**config.mk**
```make
export PLATFORM = sky130hd
export DESIGN_NAME = frst_dev_flat
export DESIGN_NICKNAME = d
export VERILOG_FILES = /design/src/rtl/frst_pkg.sv /design/src/rtl/frst_link_if.sv /design/src/rtl/frst_dev.sv /design/src/flat_wrapper.sv
export SDC_FILE = /design/constraint.sdc
export NUM_CORES = 1
export LEC_CHECK = 0
export BUFFER_PORTS_ARGS = -buffer_cell sky130_fd_sc_hd__buf_2
export CELL_PAD_IN_SITES_DETAIL_PLACEMENT = 1
export CELL_PAD_IN_SITES_GLOBAL_PLACEMENT = 1
export CORE_MARGIN = 2
export CORE_UTILIZATION = 28
export CTS_BUF_LIST = sky130_fd_sc_hd__clkbuf_8
export CTS_CLUSTER_SIZE = 8
export DETAILED_ROUTE_END_ITERATION = 16
export MAX_ROUTING_LAYER = met4
export PLACE_DENSITY = 0.58
export REMOVE_ABC_BUFFERS = 1
export SLEW_MARGIN = 10
export SYNTH_ARGS = -nofsm -noshare
export SYNTH_HDL_FRONTEND = slang
export SYNTH_SLANG_ARGS = --single-unit
```
**constraint.sdc**
```tcl
create_clock -name core_clk -period 3.6 [get_ports core_clk]
set_input_delay 0 -clock core_clk [delete_from_list [all_inputs] [get_ports core_clk]]
set_output_delay 0 -clock core_clk [all_outputs]
set_load 0.1 [all_outputs]
```
**src/rtl/frst_pkg.sv**
```systemverilog
// constants, op codes and state types for the flash reset/suspend timing pair
// assumes a single 125 MHz core clock shared by both ends
package frst_pkg;
   localparam real CLK_MHZ = 125.0;

   localparam real RST_PULSE_NS      = 50.0;
   localparam real SHORT_REC_NS      = 40.0;
   localparam real ARRAY_REC_US      = 30.0;
   localparam real STATUS_WRITE_MS   = 8.0;
   localparam real NVCFG_WRITE_S     = 1.0;
   localparam real SSE_TIME_S        = 0.4;
   localparam real PDOWN_EXIT_US     = 30.0;
   localparam real PROT_PROG_MS      = 0.5;
   localparam real PASS_PROG_MS      = 8.0;
   localparam real PROG_SUSP_LAT_US  = 25.0;
   localparam real ERASE_SUSP_LAT_US = 30.0;
   localparam real ERASE_RUN_US      = 150.0;
   localparam real PROG_RUN_US       = 5.0;
   localparam real SSE_RUN_US        = 50.0;

   // least times round up, suspend latencies (longest) round down
   localparam int unsigned RST_PULSE_CYC =
      int'($ceil(RST_PULSE_NS * CLK_MHZ / 1000.0));
   localparam int unsigned SHORT_REC_CYC =
      int'($ceil(SHORT_REC_NS * CLK_MHZ / 1000.0));
   localparam int unsigned ARRAY_REC_CYC =
      int'($ceil(ARRAY_REC_US * CLK_MHZ));
   localparam int unsigned STATUS_WRITE_CYC =
      int'($ceil(STATUS_WRITE_MS * CLK_MHZ * 1000.0));
   localparam int unsigned NVCFG_WRITE_CYC =
      int'($ceil(NVCFG_WRITE_S * CLK_MHZ * 1000000.0));
   localparam int unsigned SSE_TIME_CYC =
      int'($ceil(SSE_TIME_S * CLK_MHZ * 1000000.0));
   localparam int unsigned PDOWN_EXIT_CYC =
      int'($ceil(PDOWN_EXIT_US * CLK_MHZ));
   localparam int unsigned PROT_PROG_CYC =
      int'($ceil(PROT_PROG_MS * CLK_MHZ * 1000.0));
   localparam int unsigned PASS_PROG_CYC =
      int'($ceil(PASS_PROG_MS * CLK_MHZ * 1000.0));
   localparam int unsigned PROG_SUSP_LAT_CYC =
      int'($floor(PROG_SUSP_LAT_US * CLK_MHZ));
   localparam int unsigned ERASE_SUSP_LAT_CYC =
      int'($floor(ERASE_SUSP_LAT_US * CLK_MHZ));
   localparam int unsigned ERASE_RUN_CYC =
      int'($ceil(ERASE_RUN_US * CLK_MHZ));
   localparam int unsigned PROG_RUN_CYC =
      int'($ceil(PROG_RUN_US * CLK_MHZ));
   localparam int unsigned SSE_RUN_CYC =
      int'($ceil(SSE_RUN_US * CLK_MHZ));

   typedef enum logic [4:0] {
      OP_NONE         = 5'h00, OP_READ         = 5'h01,
      OP_VOL_WRITE    = 5'h02, OP_PROGRAM      = 5'h03,
      OP_SECTOR_ERASE = 5'h04, OP_SUBSECT_ERASE = 5'h05,
      OP_BULK_ERASE   = 5'h06, OP_STATUS_WRITE = 5'h07,
      OP_NVCFG_WRITE  = 5'h08, OP_OTP_PROGRAM  = 5'h09,
      OP_LOCK_PROGRAM = 5'h0A, OP_LOCK_ERASE   = 5'h0B,
      OP_PROT_PROGRAM = 5'h0C, OP_PASS_PROGRAM = 5'h0D,
      OP_SUSPEND      = 5'h0E, OP_RESUME       = 5'h0F,
      OP_SOFT_RESET   = 5'h10, OP_POWER_DOWN   = 5'h11,
      OP_POWER_UP     = 5'h12
   } frst_op_t;

   typedef enum logic [2:0] {
      REC_SHORT = 3'h0, REC_ARRAY = 3'h1, REC_SRW  = 3'h2, REC_NVW = 3'h3,
      REC_SSE   = 3'h4, REC_ASP   = 3'h5, REC_PASS = 3'h6, REC_DPD = 3'h7
   } frst_rec_t;

   typedef enum logic [6:0] {
      D_STANDBY = 7'h01, D_BUSY    = 7'h02, D_SUSPENDING = 7'h04,
      D_SUSPEND = 7'h08, D_PDOWN   = 7'h10, D_WAKING     = 7'h20,
      D_RECOVER = 7'h40
   } frst_dmode_t;

   typedef enum logic [3:0] {
      H_IDLE = 4'h1, H_HOLD = 4'h2, H_PULSE = 4'h4, H_WAIT = 4'h8
   } frst_hmode_t;

   // ops that occupy the array engine until it reports done
   function automatic logic frst_starts(frst_op_t op);
      return op inside {OP_PROGRAM, OP_SECTOR_ERASE, OP_SUBSECT_ERASE,
                        OP_BULK_ERASE, OP_STATUS_WRITE, OP_NVCFG_WRITE,
                        OP_OTP_PROGRAM, OP_LOCK_PROGRAM, OP_LOCK_ERASE,
                        OP_PROT_PROGRAM, OP_PASS_PROGRAM};
   endfunction

   // recovery class after any reset, from what was running
   function automatic frst_rec_t frst_rec_sel(logic pd, frst_op_t op);
      if (pd)
         return REC_DPD;
      case (op)
         OP_NONE, OP_READ, OP_VOL_WRITE: return REC_SHORT;
         OP_STATUS_WRITE:                return REC_SRW;
         OP_NVCFG_WRITE:                 return REC_NVW;
         OP_SUBSECT_ERASE:               return REC_SSE;
         OP_PROT_PROGRAM:                return REC_ASP;
         OP_PASS_PROGRAM:                return REC_PASS;
         default:                        return REC_ARRAY;
      endcase
   endfunction
endpackage

```
**src/rtl/frst_link_if.sv**
```systemverilog
// link between host controller end and flash device end
// one clock domain; both ends sample on core_clk rising edges
interface frst_link_if;
   import frst_pkg::*;
   logic     rst_pin_b;  // hardware reset pin, active low
   logic     cs_b;       // chip select, low one cycle per command
   frst_op_t cmd_op;     // command carried while cs_b is low
   logic     dev_ready;  // device accepts a selection
   logic     dev_susp;   // an operation is held suspended

   modport host (output rst_pin_b, output cs_b, output cmd_op,
                 input dev_ready, input dev_susp);
   modport dev  (input rst_pin_b, input cs_b, input cmd_op,
                 output dev_ready, output dev_susp);
endinterface

```
**src/rtl/frst_dev.sv**
```systemverilog
// flash device end: reset recovery, suspend latency, command acceptance
// assumes an array engine on the user side that pulses eng_done
// Summary of operation
// - host holds reset pin low at least 50 ns
// - idle: ready 40 ns after release
// - decode, read, volatile write: 40 ns recovery
// - array, OTP, lock operations: 30 us recovery
// - other nonvolatile ops: recovery equals their cycle time
// - soft reset: 40 ns idle, 30 us array ops
// - soft reset in slow ops: their cycle time
// - host runs sector erase 150 us before suspend
// - host runs program 5 us before suspend
// - host runs subsector erase 50 us before suspend
// - program/subsector suspend done in time, reads only
// - erase suspend 30 us, most commands then accepted
// - power-down exit takes 30 us from deselect
// - status write recovery bounded by 8 ms
// - subsector erase recovery bounded by 0.4 s
module frst_dev #(
   parameter int unsigned STATUS_WRITE_CYC = frst_pkg::STATUS_WRITE_CYC,
   parameter int unsigned NVCFG_WRITE_CYC  = frst_pkg::NVCFG_WRITE_CYC,
   parameter int unsigned SSE_TIME_CYC     = frst_pkg::SSE_TIME_CYC,
   parameter int unsigned PROT_PROG_CYC    = frst_pkg::PROT_PROG_CYC,
   parameter int unsigned PASS_PROG_CYC    = frst_pkg::PASS_PROG_CYC
) (
   input  wire logic          core_clk,
   input  wire logic          rst_b,
   frst_link_if.dev           lk,
   input  wire logic          eng_done,
   output frst_pkg::frst_op_t eng_op,
   output logic               eng_run,
   output logic               eng_susp
);
   import frst_pkg::*;

   typedef struct packed {
      frst_dmode_t mode;
      frst_op_t    op;
      frst_op_t    sop;
      logic        nest;
      logic [31:0] cnt;
      logic        ready;
      logic        susp;
      logic        run;
      logic        rst_seen;
   } frst_dev_st_t;

   frst_dev_st_t s_r;
   frst_dev_st_t s_nxt;
   logic         take;
   frst_op_t     cmd;

   assign take      = ~lk.cs_b & s_r.ready;
   assign cmd       = lk.cmd_op;
   assign eng_op    = s_r.op;
   assign eng_run   = s_r.run;
   assign eng_susp  = s_r.susp;
   assign lk.dev_ready = s_r.ready;
   assign lk.dev_susp  = s_r.susp;

   function automatic logic [31:0] rec_cyc(frst_rec_t c);
      unique case (c)
         REC_SHORT: return 32'(SHORT_REC_CYC);
         REC_ARRAY: return 32'(ARRAY_REC_CYC);
         REC_SRW:   return 32'(STATUS_WRITE_CYC);
         REC_NVW:   return 32'(NVCFG_WRITE_CYC);
         REC_SSE:   return 32'(SSE_TIME_CYC);
         REC_ASP:   return 32'(PROT_PROG_CYC);
         REC_PASS:  return 32'(PASS_PROG_CYC);
         REC_DPD:   return 32'(PDOWN_EXIT_CYC);
      endcase
   endfunction

   // any reset aborts the engine and parks in recovery
   function automatic frst_dev_st_t to_recover(frst_dev_st_t x);
      logic pd;
      pd = (x.mode == D_PDOWN) || (x.mode == D_WAKING);
      x.cnt  = rec_cyc(frst_rec_sel(pd, x.op));
      x.mode = D_RECOVER;
      x.op   = OP_NONE;
      x.sop  = OP_NONE;
      x.nest = 1'b0;
      x.susp = 1'b0;
      x.run  = 1'b0;
      return x;
   endfunction

   // commands legal while an operation sits suspended
   function automatic logic susp_ok(frst_op_t held, frst_op_t c);
      if (held == OP_SECTOR_ERASE)
         return !(c inside {OP_SECTOR_ERASE, OP_SUBSECT_ERASE,
                            OP_BULK_ERASE, OP_STATUS_WRITE,
                            OP_NVCFG_WRITE, OP_OTP_PROGRAM,
                            OP_SUSPEND, OP_POWER_DOWN,
                            OP_POWER_UP});
      return c == OP_READ;
   endfunction

   always_comb begin
      s_nxt = s_r;
      if (!lk.rst_pin_b) begin
         // any low level counts; short pulses are the host's risk
         s_nxt.rst_seen = 1'b1;
         s_nxt.run      = 1'b0;
         // held op is lost at once, not only when the pin returns
         s_nxt.susp     = 1'b0;
      end else if (s_r.rst_seen) begin
         s_nxt          = to_recover(s_r);
         s_nxt.rst_seen = 1'b0;
      end else begin
         unique case (s_r.mode)
            D_STANDBY: begin
               if (take) begin
                  if (cmd == OP_SOFT_RESET) begin
                     s_nxt = to_recover(s_r);
                  end else if (cmd == OP_POWER_DOWN) begin
                     s_nxt.mode = D_PDOWN;
                  end else if (frst_starts(cmd)) begin
                     s_nxt.mode = D_BUSY;
                     s_nxt.op   = cmd;
                     s_nxt.run  = 1'b1;
                  end
               end
            end
            D_BUSY: begin
               if (eng_done) begin
                  s_nxt.run  = 1'b0;
                  s_nxt.nest = 1'b0;
                  s_nxt.mode = s_r.nest ? D_SUSPEND : D_STANDBY;
                  s_nxt.op   = s_r.nest ? s_r.sop : OP_NONE;
                  s_nxt.sop  = OP_NONE;
               end else if (take && cmd == OP_SOFT_RESET) begin
                  s_nxt = to_recover(s_r);
               end else if (take && cmd == OP_SUSPEND && !s_r.nest &&
                            s_r.op inside {OP_PROGRAM, OP_SECTOR_ERASE,
                                           OP_SUBSECT_ERASE}) begin
                  // engine stops at once; the wait models latency
                  s_nxt.mode = D_SUSPENDING;
                  s_nxt.run  = 1'b0;
                  s_nxt.cnt  = (s_r.op == OP_PROGRAM) ?
                               32'(PROG_SUSP_LAT_CYC) :
                               32'(ERASE_SUSP_LAT_CYC);
               end
            end
            D_SUSPENDING: begin
               if (s_r.cnt <= 32'h1) begin
                  s_nxt.mode = D_SUSPEND;
                  s_nxt.susp = 1'b1;
               end else begin
                  s_nxt.cnt = s_r.cnt - 32'h1;
               end
            end
            D_SUSPEND: begin
               if (take) begin
                  if (cmd == OP_SOFT_RESET) begin
                     s_nxt = to_recover(s_r);
                  end else if (cmd == OP_RESUME) begin
                     s_nxt.mode = D_BUSY;
                     s_nxt.run  = 1'b1;
                     s_nxt.susp = 1'b0;
                  end else if (susp_ok(s_r.op, cmd) &&
                               frst_starts(cmd)) begin
                     // nested op runs while the erase stays held
                     s_nxt.mode = D_BUSY;
                     s_nxt.sop  = s_r.op;
                     s_nxt.op   = cmd;
                     s_nxt.nest = 1'b1;
                     s_nxt.run  = 1'b1;
                  end
               end
            end
            D_PDOWN: begin
               if (take && cmd == OP_POWER_UP) begin
                  s_nxt.mode = D_WAKING;
                  s_nxt.cnt  = 32'(PDOWN_EXIT_CYC);
               end else if (take && cmd == OP_SOFT_RESET) begin
                  s_nxt = to_recover(s_r);
               end
            end
            D_WAKING, D_RECOVER: begin
               if (s_r.cnt <= 32'h1) begin
                  s_nxt.mode = D_STANDBY;
               end else begin
                  s_nxt.cnt = s_r.cnt - 32'h1;
               end
            end
         endcase
      end
      s_nxt.ready = ~s_nxt.rst_seen &
                    (s_nxt.mode inside {D_STANDBY, D_BUSY, D_SUSPEND,
                                        D_PDOWN});
   end

   always_ff @(posedge core_clk or negedge rst_b) begin
      if (!rst_b) begin
         s_r <= '{mode: D_STANDBY, op: OP_NONE, sop: OP_NONE,
                  nest: 1'b0, cnt: 32'h0, ready: 1'b1, susp: 1'b0,
                  run: 1'b0, rst_seen: 1'b0};
      end else begin
         s_r <= s_nxt;
      end
   end
endmodule // frst_dev

```
**src/flat_wrapper.sv**
```systemverilog
// flat-port wrapper written by rule: the top's interface ports become plain ports
module frst_dev_flat import frst_pkg::*;
#(
   parameter int unsigned STATUS_WRITE_CYC = frst_pkg::STATUS_WRITE_CYC,
   parameter int unsigned NVCFG_WRITE_CYC  = frst_pkg::NVCFG_WRITE_CYC,
   parameter int unsigned SSE_TIME_CYC     = frst_pkg::SSE_TIME_CYC,
   parameter int unsigned PROT_PROG_CYC    = frst_pkg::PROT_PROG_CYC,
   parameter int unsigned PASS_PROG_CYC    = frst_pkg::PASS_PROG_CYC
)
  (core_clk, rst_b, eng_done, eng_op, eng_run, eng_susp, lk_rst_pin_b, lk_cs_b, lk_cmd_op, lk_dev_ready, lk_dev_susp);
  frst_link_if lk_i ();
  input  wire logic core_clk;
  input  wire logic rst_b;
  input  wire logic eng_done;
  output frst_pkg::frst_op_t eng_op;
  output logic eng_run;
  output logic eng_susp;
  input wire logic [$bits(lk_i.rst_pin_b)-1:0] lk_rst_pin_b;
  input wire logic [$bits(lk_i.cs_b)-1:0] lk_cs_b;
  input wire logic [$bits(lk_i.cmd_op)-1:0] lk_cmd_op;
  output wire logic [$bits(lk_i.dev_ready)-1:0] lk_dev_ready;
  output wire logic [$bits(lk_i.dev_susp)-1:0] lk_dev_susp;
  assign lk_i.rst_pin_b = lk_rst_pin_b;
  assign lk_i.cs_b = lk_cs_b;
  assign lk_i.cmd_op = lk_cmd_op;
  assign lk_dev_ready = lk_i.dev_ready;
  assign lk_dev_susp = lk_i.dev_susp;
  frst_dev #(.STATUS_WRITE_CYC(STATUS_WRITE_CYC), .NVCFG_WRITE_CYC(NVCFG_WRITE_CYC), .SSE_TIME_CYC(SSE_TIME_CYC), .PROT_PROG_CYC(PROT_PROG_CYC), .PASS_PROG_CYC(PASS_PROG_CYC)) u_core (.core_clk(core_clk), .rst_b(rst_b), .lk(lk_i), .eng_done(eng_done), .eng_op(eng_op), .eng_run(eng_run), .eng_susp(eng_susp));
endmodule
```
==> metrics.yaml, run 1 <==
place:
  place_congestion: 0.946
  hpwl_um: 11500
  dp_slack_ns: 0.366
  io_buffer_count: 18
  dpl_cell_area_mm2: 0.00456
  dp_cells: 753
critical_path:
  cp.arrival_ns: 3.54
  crit_path_max_incr_delay_ns: 0.60
  r2r_slack_ns: 0.31
  path_cells: "or4_1, nor3_1, nand4_1, o31ai_1, o21ai_0, a32oi_1, xor2_1, mux2i_1, nor4_1"
  slowest_stage: "or4_1"
  start_kind: "flip-flop"
  path_max_fanout: 7
  r2r-start: "u_core.s_r[20]"
  crit_family: "simple AND/OR/NAND/NOR gates"
  crit_buf_inv: 0
  path_class: "reg2reg"
  r2r_end: "u_core.lk.dev_ready"
  rr_worst_depth: 9
  end_kind: "flip-flop"
  required_ns: 3.85
grt:
  grt_pass1_vias: 4517
  antenna_found_initial: 0
  grt_usage_pct: 19.5
  grt_max_degree: 29
  gr-total-overflow: 0
  grt_pass1_wl_um: 24800
clock_network:
  clock-root-buffer: "clkbuf_8"
  numCtsBuffers: 5
  h-tree-depth: 2
  path_clk_slew_ns: 0.12
  cts_sinks: 54
  cts_tree: "done"
  cts.path.max_buffers: 2
  postCtsResizedCells: 0
  clkLatencyLatePin_ns: 0.35
  ctsHoldBuffers: 2
  postCtsSetupRepairBufs: 0
floorplan:
  ios: 19
  coreArea_mm2: 0.0151
  start_util_pct: 28.5
  die_w_um: 128
  die_h_um: 128
  rows: 45
  die_area_mm2: 0.0164
synth:
  synth_compound_area_share_pct: 25.7
  postSynthCellCount: 573
  synth_xor_xnor_area_share_pct: 3.87
  synth_ff_type: "dfrtp_1"
  postSynthAreaPerCell_um2: 7.51
  synth_fa_ha_area_share_pct: 2.03
  async_reset_ff_share_pct: 100
  synth-edff-count: 0
  ys_seq_area_share_pct: 31.5
  synth.mux.area_fraction_pct: 1.45
  ys_seq_elements: 54
  yosys.area_share.simple_pct: 29.8
  yosys-top-cells-area: "dfrtp_1 (30%), o21ai_0 (7.2%), nor2_1 (6.1%), a21oi_1 (4.3%), nand2_1 (4.1%)"
  synth_top_area_share_pct: 30.2
  yosysTopAreaCell: "dfrtp_1"
  synth_top_family_by_area: "simple AND/OR/NAND/NOR gates"
  yosysUniqueCellTypes: 62
  yosys_warnings: 0
  syn_area_mm2: 0.00430
timing:
  setup_viol: 0
  slew_violations: 0
  fin_crit_ns: 3.29
  fin_skew_ns: 0.0194
  setup_ws_ns: 0.308
  max-slew-margin-rel_pct: 43.2
  hold_viol_final: 0
  worst_pin_slew_ns: 0.844
  min_period_over_period_pct: 91.4
  setup_tns_ns: 0
  rsz0062_at_grt: "false"
  timing.fmax_ghz: 0.304
detailed_routing:
  post_drt_wl_per_cell_um: 20.1
  ant_nets: 0
  drc: 0
  avgViaCountPerCell: 5.81
  dr.pass1.iters: 4
  drt_iter0_drc: 281
  vias: 4431
  finalWirelength_um: 15300
hold_path:
  min_to: "u_core.eng_op[0]"
  min_path_type: "in2reg"
  worstHoldStart: "lk_cmd_op[0]"
  hold_path_depth: 3
power:
  leakagePower_nw: 1.89
  peakVddDrop_uv: 187
  power_per_cell_area_mw_per_mm2: 463
status:
  run_status: "completed"
finish:
  synthToLayoutAreaGrowth_pct: 8.98
  instances_no_fill: 763
  final_cell_area_mm2: 0.00469
  layout-drive-gt1-share_pct: 10.4
  diodes: 0
  nNetsFinal: 591
flow_run:
  maxCapViolCount: 0
==> stage by stage <==
stage                     util, %  total power, mW  hold WS, ns
after detailed placement     30.2             1.72        0.108
after global routing         31.1             2.32        0.159
after floorplan                 -             1.38       -0.296
final                        31.1             2.17        0.103
after global placement       30.2             1.70       0.0925
after CTS                    31.1             2.18        0.111
==> cell usage after synthesis, types with 6 or more instances <==
cell	instances
nor4_1	19
a21oi_1	37
clkbuf_1	32
o22ai_1	10
ha_1	7
a31oi_1	13
nand2_1	47
xnor2_1	10
nor2b_1	8
o211ai_1	7
o21ai_0	62
buf_4	6
dfrtp_1	52
or3_1	11
nor3_1	26
nand4_1	9
nor2_1	70
nand3_1	12
and2_1	6
xor2_1	9
inv_1	20
==> registers in the layout, summed over array words and instances (netlist names) <==
name and flops:
u_core.eng_op 5, u_core.eng_run 1, u_core.eng_susp 1, u_core.lk.dev_ready 1, u_core.s_r 46
==> logic make-up (layout without fill, tap and decap cells) <==
| family | after synthesis | in the layout |
|---|---|---|
| AO/OA/AOI/OAI | 179 | 179 |
| XOR/XNOR | 19 | 19 |
| adder cells (fa/ha/maj) | 7 | 7 |
| buffers and inverters | 59 | 61 |
| flip-flops | 54 | 54 |
| multiplexers | 6 | 6 |
| AND/OR/NAND/NOR | 249 | 249 |
==> metal layers <==
layer  share of wire [%]  global-route usage [%]  up-vias
li1                    -                       -     2099
met3                 3.3                    2.55       22
met4                 1.6                    4.91        0
met1                  47                    25.6     2219
met5                   0                       -        -
met2                  48                    31.9       91
==> worst min-delay path: stages <==
cell	delay, ns
buf_2	0.19
a22oi_1	0.10
o22ai_1	0.10
==> cell usage in the layout, fill, tap and decap left out, types with 9 or more instances in the layout <==
cell and count:
nor2_1 70, o21ai_0 62, dfrtp_1 52, nand2_1 47
a21oi_1 37, nor3_1 26, inv_1 20, nor4_1 19
buf_2 18, a31oi_1 13, buf_4 13, nand3_1 12
or3_1 11, xnor2_1 10, o22ai_1 10, xor2_1 9
nand4_1 9
==> layout make-up <==
class                           instances  area (um2)
Clock inverter                          3        43.8
Fill cell                            1852       10400
Inverter                               20        75.1
Multi-Input combinational cell        460        2710
Timing Repair Buffer                   33         208
Sequential cell                        54        1350
Tap cell                              188         235
Clock buffer                            5        68.8
==> worst max-delay path by stage <==
stage,slack (ns),to,from,cells past startpoint
2_1_floorplan,0.30,u_core.s_r[33],u_core.s_r[52],7
3_3_place_gp,0.43,u_core.s_r[26],u_core.s_r[50],8
3_5_place_dp,0.37,u_core.s_r[25],u_core.s_r[50],8
4_1_cts,0.32,u_core.lk.dev_ready,u_core.s_r[20],9
5_1_grt,0.08,u_core.lk.dev_ready,u_core.s_r[20],9
6_report,0.31,u_core.lk.dev_ready,u_core.s_r[20],9
==> power breakdown <==
group	total [mW]	switching (mW)	internal (mW)
Combinational	0.899	0.575	0.324
Clock	0.454	0.244	0.209
Sequential	0.819	0.133	0.686
Note: power is estimated with default switching activity, not from simulation.
==> inputs of run 2 (changes only) <==
--- a/config.mk
+++ b/config.mk
@@ -13,9 +13,9 @@
 export CTS_BUF_LIST = sky130_fd_sc_hd__clkbuf_8
 export CTS_CLUSTER_SIZE = 8
 export DETAILED_ROUTE_END_ITERATION = 16
+export GPL_TIMING_DRIVEN = 0
 export MAX_ROUTING_LAYER = met4
-export PLACE_DENSITY = 0.58
-export REMOVE_ABC_BUFFERS = 1
+export PLACE_DENSITY = 0.6
 export SLEW_MARGIN = 10
 export SYNTH_ARGS = -nofsm -noshare
 export SYNTH_HDL_FRONTEND = slang
==> constraint.sdc (replaced) <==
create_clock -name core_clk -period 2.7 [get_ports core_clk]
set_input_delay 0 -clock core_clk [delete_from_list [all_inputs] [get_ports core_clk]]
set_output_delay 0 -clock core_clk [all_outputs]
set_load 0.1 [all_outputs]
==> metrics.yaml, run 2 (synthesized netlist as in run 1, its figures left out) <==
clock_network:
  cts_sinks: 54  # unchanged
  clock-root-buffer: "clkbuf_8"
  cts.path.max_buffers: 2  # unchanged
  clkLatencyLatePin_ns: 0.36  # about the same
  path_clk_slew_ns: 0.13  # about the same
  numCtsBuffers: 5  # unchanged
  h-tree-depth: 2  # unchanged
  cts_tree: "done"
finish:
  diodes: 0  # unchanged
  layout_common_cells: "nor2_1 (64), buf_4 (59), dfrtp_1 (45)"
  final_cell_area_mm2: 0.00582  # +24%
  largest_register_ffs: 46  # unchanged
  regMostFlops: "u_core.s_r"
  final_common_cell: "nor2_1"
  synthToLayoutAreaGrowth_pct: 35.2
  multi_input_area_mm2: 0.00318  # +17%
  filler_cell_count: 1800  # -2.8%
  instances_no_fill: 843  # +10%
  nNetsFinal: 671  # +14%
  regArea_mm2: 0.00137  # +0.92%
  layout-drive-gt1-share_pct: 31.0  # +21 points
  fin_util_pct: 38.6  # +7.5 points
detailed_routing:
  finalWirelength_um: 17500  # +14%
  drt_iter0_drc: 184  # -35%
  ant_nets: 0  # unchanged
  dr.pass1.iters: 4  # unchanged
  drc: 0  # unchanged
  vias: 4840  # +9.2%
  post_drt_wl_per_cell_um: 20.7  # +3.5%
  avgViaCountPerCell: 5.74  # -1.1%
floorplan:
  start_util_pct: 28.5  # unchanged
  ios: 19  # unchanged
  rows: 45  # unchanged
  die_w_um: 128  # unchanged
  coreArea_mm2: 0.0151  # unchanged
  die_area_mm2: 0.0164  # unchanged
  die_h_um: 128  # unchanged
grt:
  grt_pass1_wl_um: 27100  # +9.4%
  grt_max_degree: 55  # +90%
  grt_pass1_vias: 4812  # +6.5%
  gr-total-overflow: 0  # unchanged
  grt_usage_pct: 21.6  # +2.2 points
  antenna_found_initial: 0  # unchanged
power:
  peakVddDrop_uv: 288  # +54%
  leakagePower_nw: 2.32  # +22%
  power_per_cell_area_mw_per_mm2: 589  # +27%
  power_mw: 3.43  # +58%
critical_path:
  path_max_fanout: 3  # -4
  cp.arrival_ns: 3.35  # -0.19 ns
  end_kind: "flip-flop"
  path_class: "reg2reg"
  start_kind: "flip-flop"
  required_ns: 3.01  # -0.84 ns
status:
  violations: "negative setup slack"
  run_status: "complete, but fails checks"
timing:
  max-slew-margin-rel_pct: 45.6  # +2.3 points
  min_period_over_period_pct: 113  # +21 points
  fin_crit_ns: 3.05  # -0.244 ns
  fin_skew_ns: 0.0206  # +0.00123 ns
  rsz0062_at_grt: "true"
  setup_ws_ns: -0.347  # -0.656 ns
  timing.fmax_ghz: 0.328  # +8.0%
  setup_viol: 31  # +31
  hold_viol_final: 0  # unchanged
  slew_violations: 0  # unchanged
  worst_pin_slew_ns: 0.808  # -0.0359 ns
place:
  dpl_cell_area_mm2: 0.00464  # +1.9%
  io_buffer_count: 17  # -1
  dp_slack_ns: -1.06  # -1.43 ns
  hpwl_um: 11800  # +3.1%
  place_congestion: 0.896  # -5.2%
  dp_cells: 778  # +3.3%
hold_path:
  min_path_type: "in2reg"
synth:
  syn-num-nets: 590
flow_run:
  maxCapViolCount: 0  # unchanged
[run 2: power by group]
part           internal [mW]  switching [mW]  total, mW
registers              0.916           0.149       1.07
logic                  0.750            1.06       1.81
clock network          0.196           0.356      0.552
[run 2: path summary, 6_finish.rpt]
check | cells past startpoint | endpoint | slack, ns | start
max in group asynchronous | 2 | u_core.s_r[52] | 1.88 | rst_b
min in group asynchronous | 2 | u_core.s_r[7] | 0.21 | rst_b
worst max-delay path | 7 | u_core.s_r[33] | -0.35 | u_core.s_r[14]
worst max register to register | 7 | u_core.s_r[33] | -0.35 | u_core.s_r[14]
worst min-delay path | 5 | u_core.eng_op[4] | 0.19 | eng_done
worst min register to register | 1 | u_core.s_r[41] | 0.52 | u_core.s_r[41]
[run 2: metrics by stage]
stage / TNS, ns / hold WS [ns]
5_1_grt: -6.10 / 0.227
2_1_floorplan: -0.566 / -0.296
3_5_place_dp: -31.99 / 0.127
3_3_place_gp: -32.37 / 0.308
4_1_cts: -1.21 / 0.186
6_report: -2.80 / 0.187
[run 2: routing by layer]
metal  wire length (um)  track usage [%]
met1               7800             28.1
met2               8720             36.6
met3                629             2.30
met4                344             4.72
met5                  0                -
[run 2: cell type report]
cell class              instances  share of cell area (%)
repair buffers                 82                    11.4
clock buffers                   5                    1.18
well taps                     188                    4.04
multi-input cells             460                    54.6
inverters                      20                    1.29
flip-flops and latches         54                    23.5
clock inverters                 3                   0.495
plain buffers                  31                    3.53
[run 2: timing repair]
item	in CTS	in global routing
gates cloned	0	2
setup endpoints to repair	51	41
pin swaps	20	32
hold buffers	2	0
hold endpoints to repair	56	0
resized for setup	90	75
setup buffers	27	34
[run 2: worst max-delay path: stages (launching register included)]
cell and delay (ns):
dfrtp_1 0.41, or4_4 0.55, or4_4 0.44, or3_4 0.42, or3_4 0.37, or3_4 0.34, or3_1 0.33, a21oi_2 0.12
==> inputs of run 3 (changes only) <==
--- a/config.mk
+++ b/config.mk
@@ -8,14 +8,14 @@
 export BUFFER_PORTS_ARGS = -buffer_cell sky130_fd_sc_hd__buf_2
 export CELL_PAD_IN_SITES_DETAIL_PLACEMENT = 1
 export CELL_PAD_IN_SITES_GLOBAL_PLACEMENT = 1
-export CORE_MARGIN = 2
-export CORE_UTILIZATION = 28
+export CORE_UTILIZATION = 43
 export CTS_BUF_LIST = sky130_fd_sc_hd__clkbuf_8
+export CTS_CLUSTER_DIAMETER = 100
 export CTS_CLUSTER_SIZE = 8
 export DETAILED_ROUTE_END_ITERATION = 16
 export GPL_TIMING_DRIVEN = 0
 export MAX_ROUTING_LAYER = met4
-export PLACE_DENSITY = 0.6
+export PLACE_DENSITY = 0.84
 export SLEW_MARGIN = 10
 export SYNTH_ARGS = -nofsm -noshare
 export SYNTH_HDL_FRONTEND = slang
==> metrics.yaml, run 3 (synthesized netlist as in run 1, its figures left out) <==
timing:
  max-slew-margin-rel_pct: 43.4  # -2.1 points
  setup_viol: 33  # +6.5%
  timing.fmax_ghz: 0.328  # -0.12%
  slew_violations: 0  # unchanged
  worst_pin_slew_ns: 0.846  # +0.0384 ns
  min_period_over_period_pct: 113  # +0.13 points
  hold_viol_final: 0  # unchanged
  setup_ws_ns: -0.351  # -0.00353 ns
  setup_tns_ns: -6.26  # -3.47 ns
  fin_crit_ns: 3.05  # +0.00353 ns
  rsz0062_at_grt: "true"
  fin_skew_ns: 0.0134  # -0.00724 ns
power:
  pwr-share-clk_pct: 17.3  # +1.2 points
  sequentialPowerShare_pct: 31.5  # +0.4 points
  power.net_switching_mw: 1.51  # -3.5%
  p_int_mw: 1.88  # +0.73%
  swShare_pct: 44.6  # -1.1 points
  power_per_cell_area_mw_per_mm2: 606  # +2.9%
  peakVddDrop_uv: 384  # +33%
  p_comb_share_pct: 51.2  # -1.6 points
  leakagePower_nw: 2.25  # -2.8%
detailed_routing:
  drt_iter0_drc: 231  # +26%
  ant_nets: 0  # unchanged
  avgViaCountPerCell: 6.44  # +12%
  finalWirelength_um: 17100  # -2.1%
  vias: 5029  # +3.9%
  drc: 0  # unchanged
  post_drt_wl_per_cell_um: 21.9  # +5.7%
  dr.pass1.iters: 5  # +1
place:
  hpwl_um: 11100  # -6.5%
  place_congestion: 0.960  # +7.1%
  dp_slack_ns: -1.02  # +0.0443 ns
  io_buffer_count: 17  # unchanged
critical_path:
  crit_path_max_incr_delay_ns: 0.55  # about the same
  cpMostUsedCell: "or3_4"
  path_max_fanout: 3  # unchanged
  crit_cells: 9  # +2
  required_ns: 2.92  # -0.09 ns
  end_kind: "flip-flop"
  crit_buf_inv: 1  # +1
  crit_family: "simple AND/OR/NAND/NOR gates"
  cp.arrival_ns: 3.27  # -0.08 ns
  path_cells: "or4_4, or4_4, or3_4, or3_4, or3_4, buf_4, nor2_4, xnor2_2, nor2_1"
  slowest_stage: "or4_4"
  start_kind: "flip-flop"
  path_class: "reg2reg"
  rr_worst_depth: 9  # +2
status:
  run_status: "complete, but fails checks"
  violations: "negative setup slack"
hold_path:
  hold_path_depth: 5  # unchanged
  min_path_type: "in2reg"
finish:
  final_common_cell: "nor2_1"
  nNetsFinal: 664  # -1.0%
  synthToLayoutAreaGrowth_pct: 29.8
  regMostFlops: "u_core.s_r"
  fin_util_pct: 57.4  # +19 points
  diodes: 0  # unchanged
  layout-drive-gt1-share_pct: 27.3  # -3.7 points
  layout_common_cells: "nor2_1 (65), buf_4 (53), dfrtp_1 (46)"
  largest_register_ffs: 46  # unchanged
  filler_cell_count: 1194  # -34%
clock_network:
  numCtsBuffers: 5  # unchanged
  cts_sinks: 54  # unchanged
  cts_tree: "done"
  path_clk_slew_ns: 0.12  # about the same
  clkLatencyLatePin_ns: 0.33  # -0.03 ns
  clock-root-buffer: "clkbuf_8"
  cts.path.max_buffers: 2  # unchanged
  h-tree-depth: 2  # unchanged
floorplan:
  die_h_um: 102  # -20%
  die_area_mm2: 0.0104  # -36%
  rows: 36  # -20%
  coreArea_mm2: 0.00973  # -36%
  die_w_um: 102  # -20%
  start_util_pct: 44.2  # +16 points
  ios: 19  # unchanged
grt:
  grt_usage_pct: 33.1  # +11 points
  gr-total-overflow: 0  # unchanged
  grt_pass1_vias: 4996  # +3.8%
  antenna_found_initial: 0  # unchanged
  grt_max_degree: 55  # unchanged
  grt_pass1_wl_um: 25800  # -4.8%
synth:
  syn-num-nets: 590  # unchanged
flow_run:
  maxCapViolCount: 0  # unchanged
run 3: what timing repair did:
item	in CTS	in global routing
hold buffers	2	0
hold endpoints to repair	54	0
gates cloned	0	1
endpoints found under the setup margin	48	42
pin swaps	32	24
gates resized for setup	84	67
setup buffers	30	24
run 3: final cells by class:
cell class                 count  area, um2  share of cell area [%]
clock buffer                   5       68.8                    1.23
clock inverter                 3       45.0                   0.806
tap                          133        166                    2.98
sequential                    54       1370                    24.4
buffer                        33        208                    3.72
timing repair buffer          73        577                    10.3
multi-input combinational    460       3080                    55.2
inverter                      20       75.1                    1.34
run 3: stage by stage:
stage | total power [mW] | area, um2 | instances | hold slack (ns)
2_1_floorplan | 1.90 | 4320 | 573 | -0.296
3_3_place_gp | 2.22 | 4570 | 723 | 0.291
3_5_place_dp | 2.27 | 4570 | 723 | 0.116
4_1_cts | 3.19 | 5220 | 758 | 0.197
5_1_grt | 3.57 | 5590 | 781 | 0.266
6_report | 3.38 | 5590 | 781 | 0.224
run 3: path summary, 6_finish.rpt:
kind	end	start	slack (ns)
worst min-delay path	u_core.eng_op[4]	eng_done	0.22
worst min register to register	u_core.s_r[39]	u_core.s_r[39]	0.52
max in group asynchronous	u_core.s_r[52]	rst_b	1.90
worst max register to register	u_core.s_r[35]	u_core.s_r[15]	-0.35
worst max-delay path	u_core.s_r[35]	u_core.s_r[15]	-0.35
min in group asynchronous	u_core.s_r[17]	rst_b	0.27
run 3: worst reg2reg max path: cells and delay by family (launching register included):
family                 cells  cell delay (ns)
AND/OR/NAND/NOR            7             2.29
flip-flops                 1             0.40
XOR/XNOR                   1             0.11
buffers and inverters      1             0.15
run 3: power groups by stage:
stage	Sequential (mW)	Clock (mW)	Combinational, mW
after floorplan	1.02	0	0.872
after global placement	1.05	0	1.17
after detailed placement	1.06	0	1.21
after CTS	1.05	0.603	1.54
after global routing	1.08	0.631	1.86
final	1.07	0.586	1.73
run 3: routing by layer:
layer / global-route usage (%) / part of all wire (%) / vias up
met3: 3.90 / 5.9 / 75
li1: - / - / 2241
met2: 55.7 / 50 / 219
met5: - / 0 / -
met1: 39.7 / 40 / 2494
met4: 14.9 / 4.4 / 0
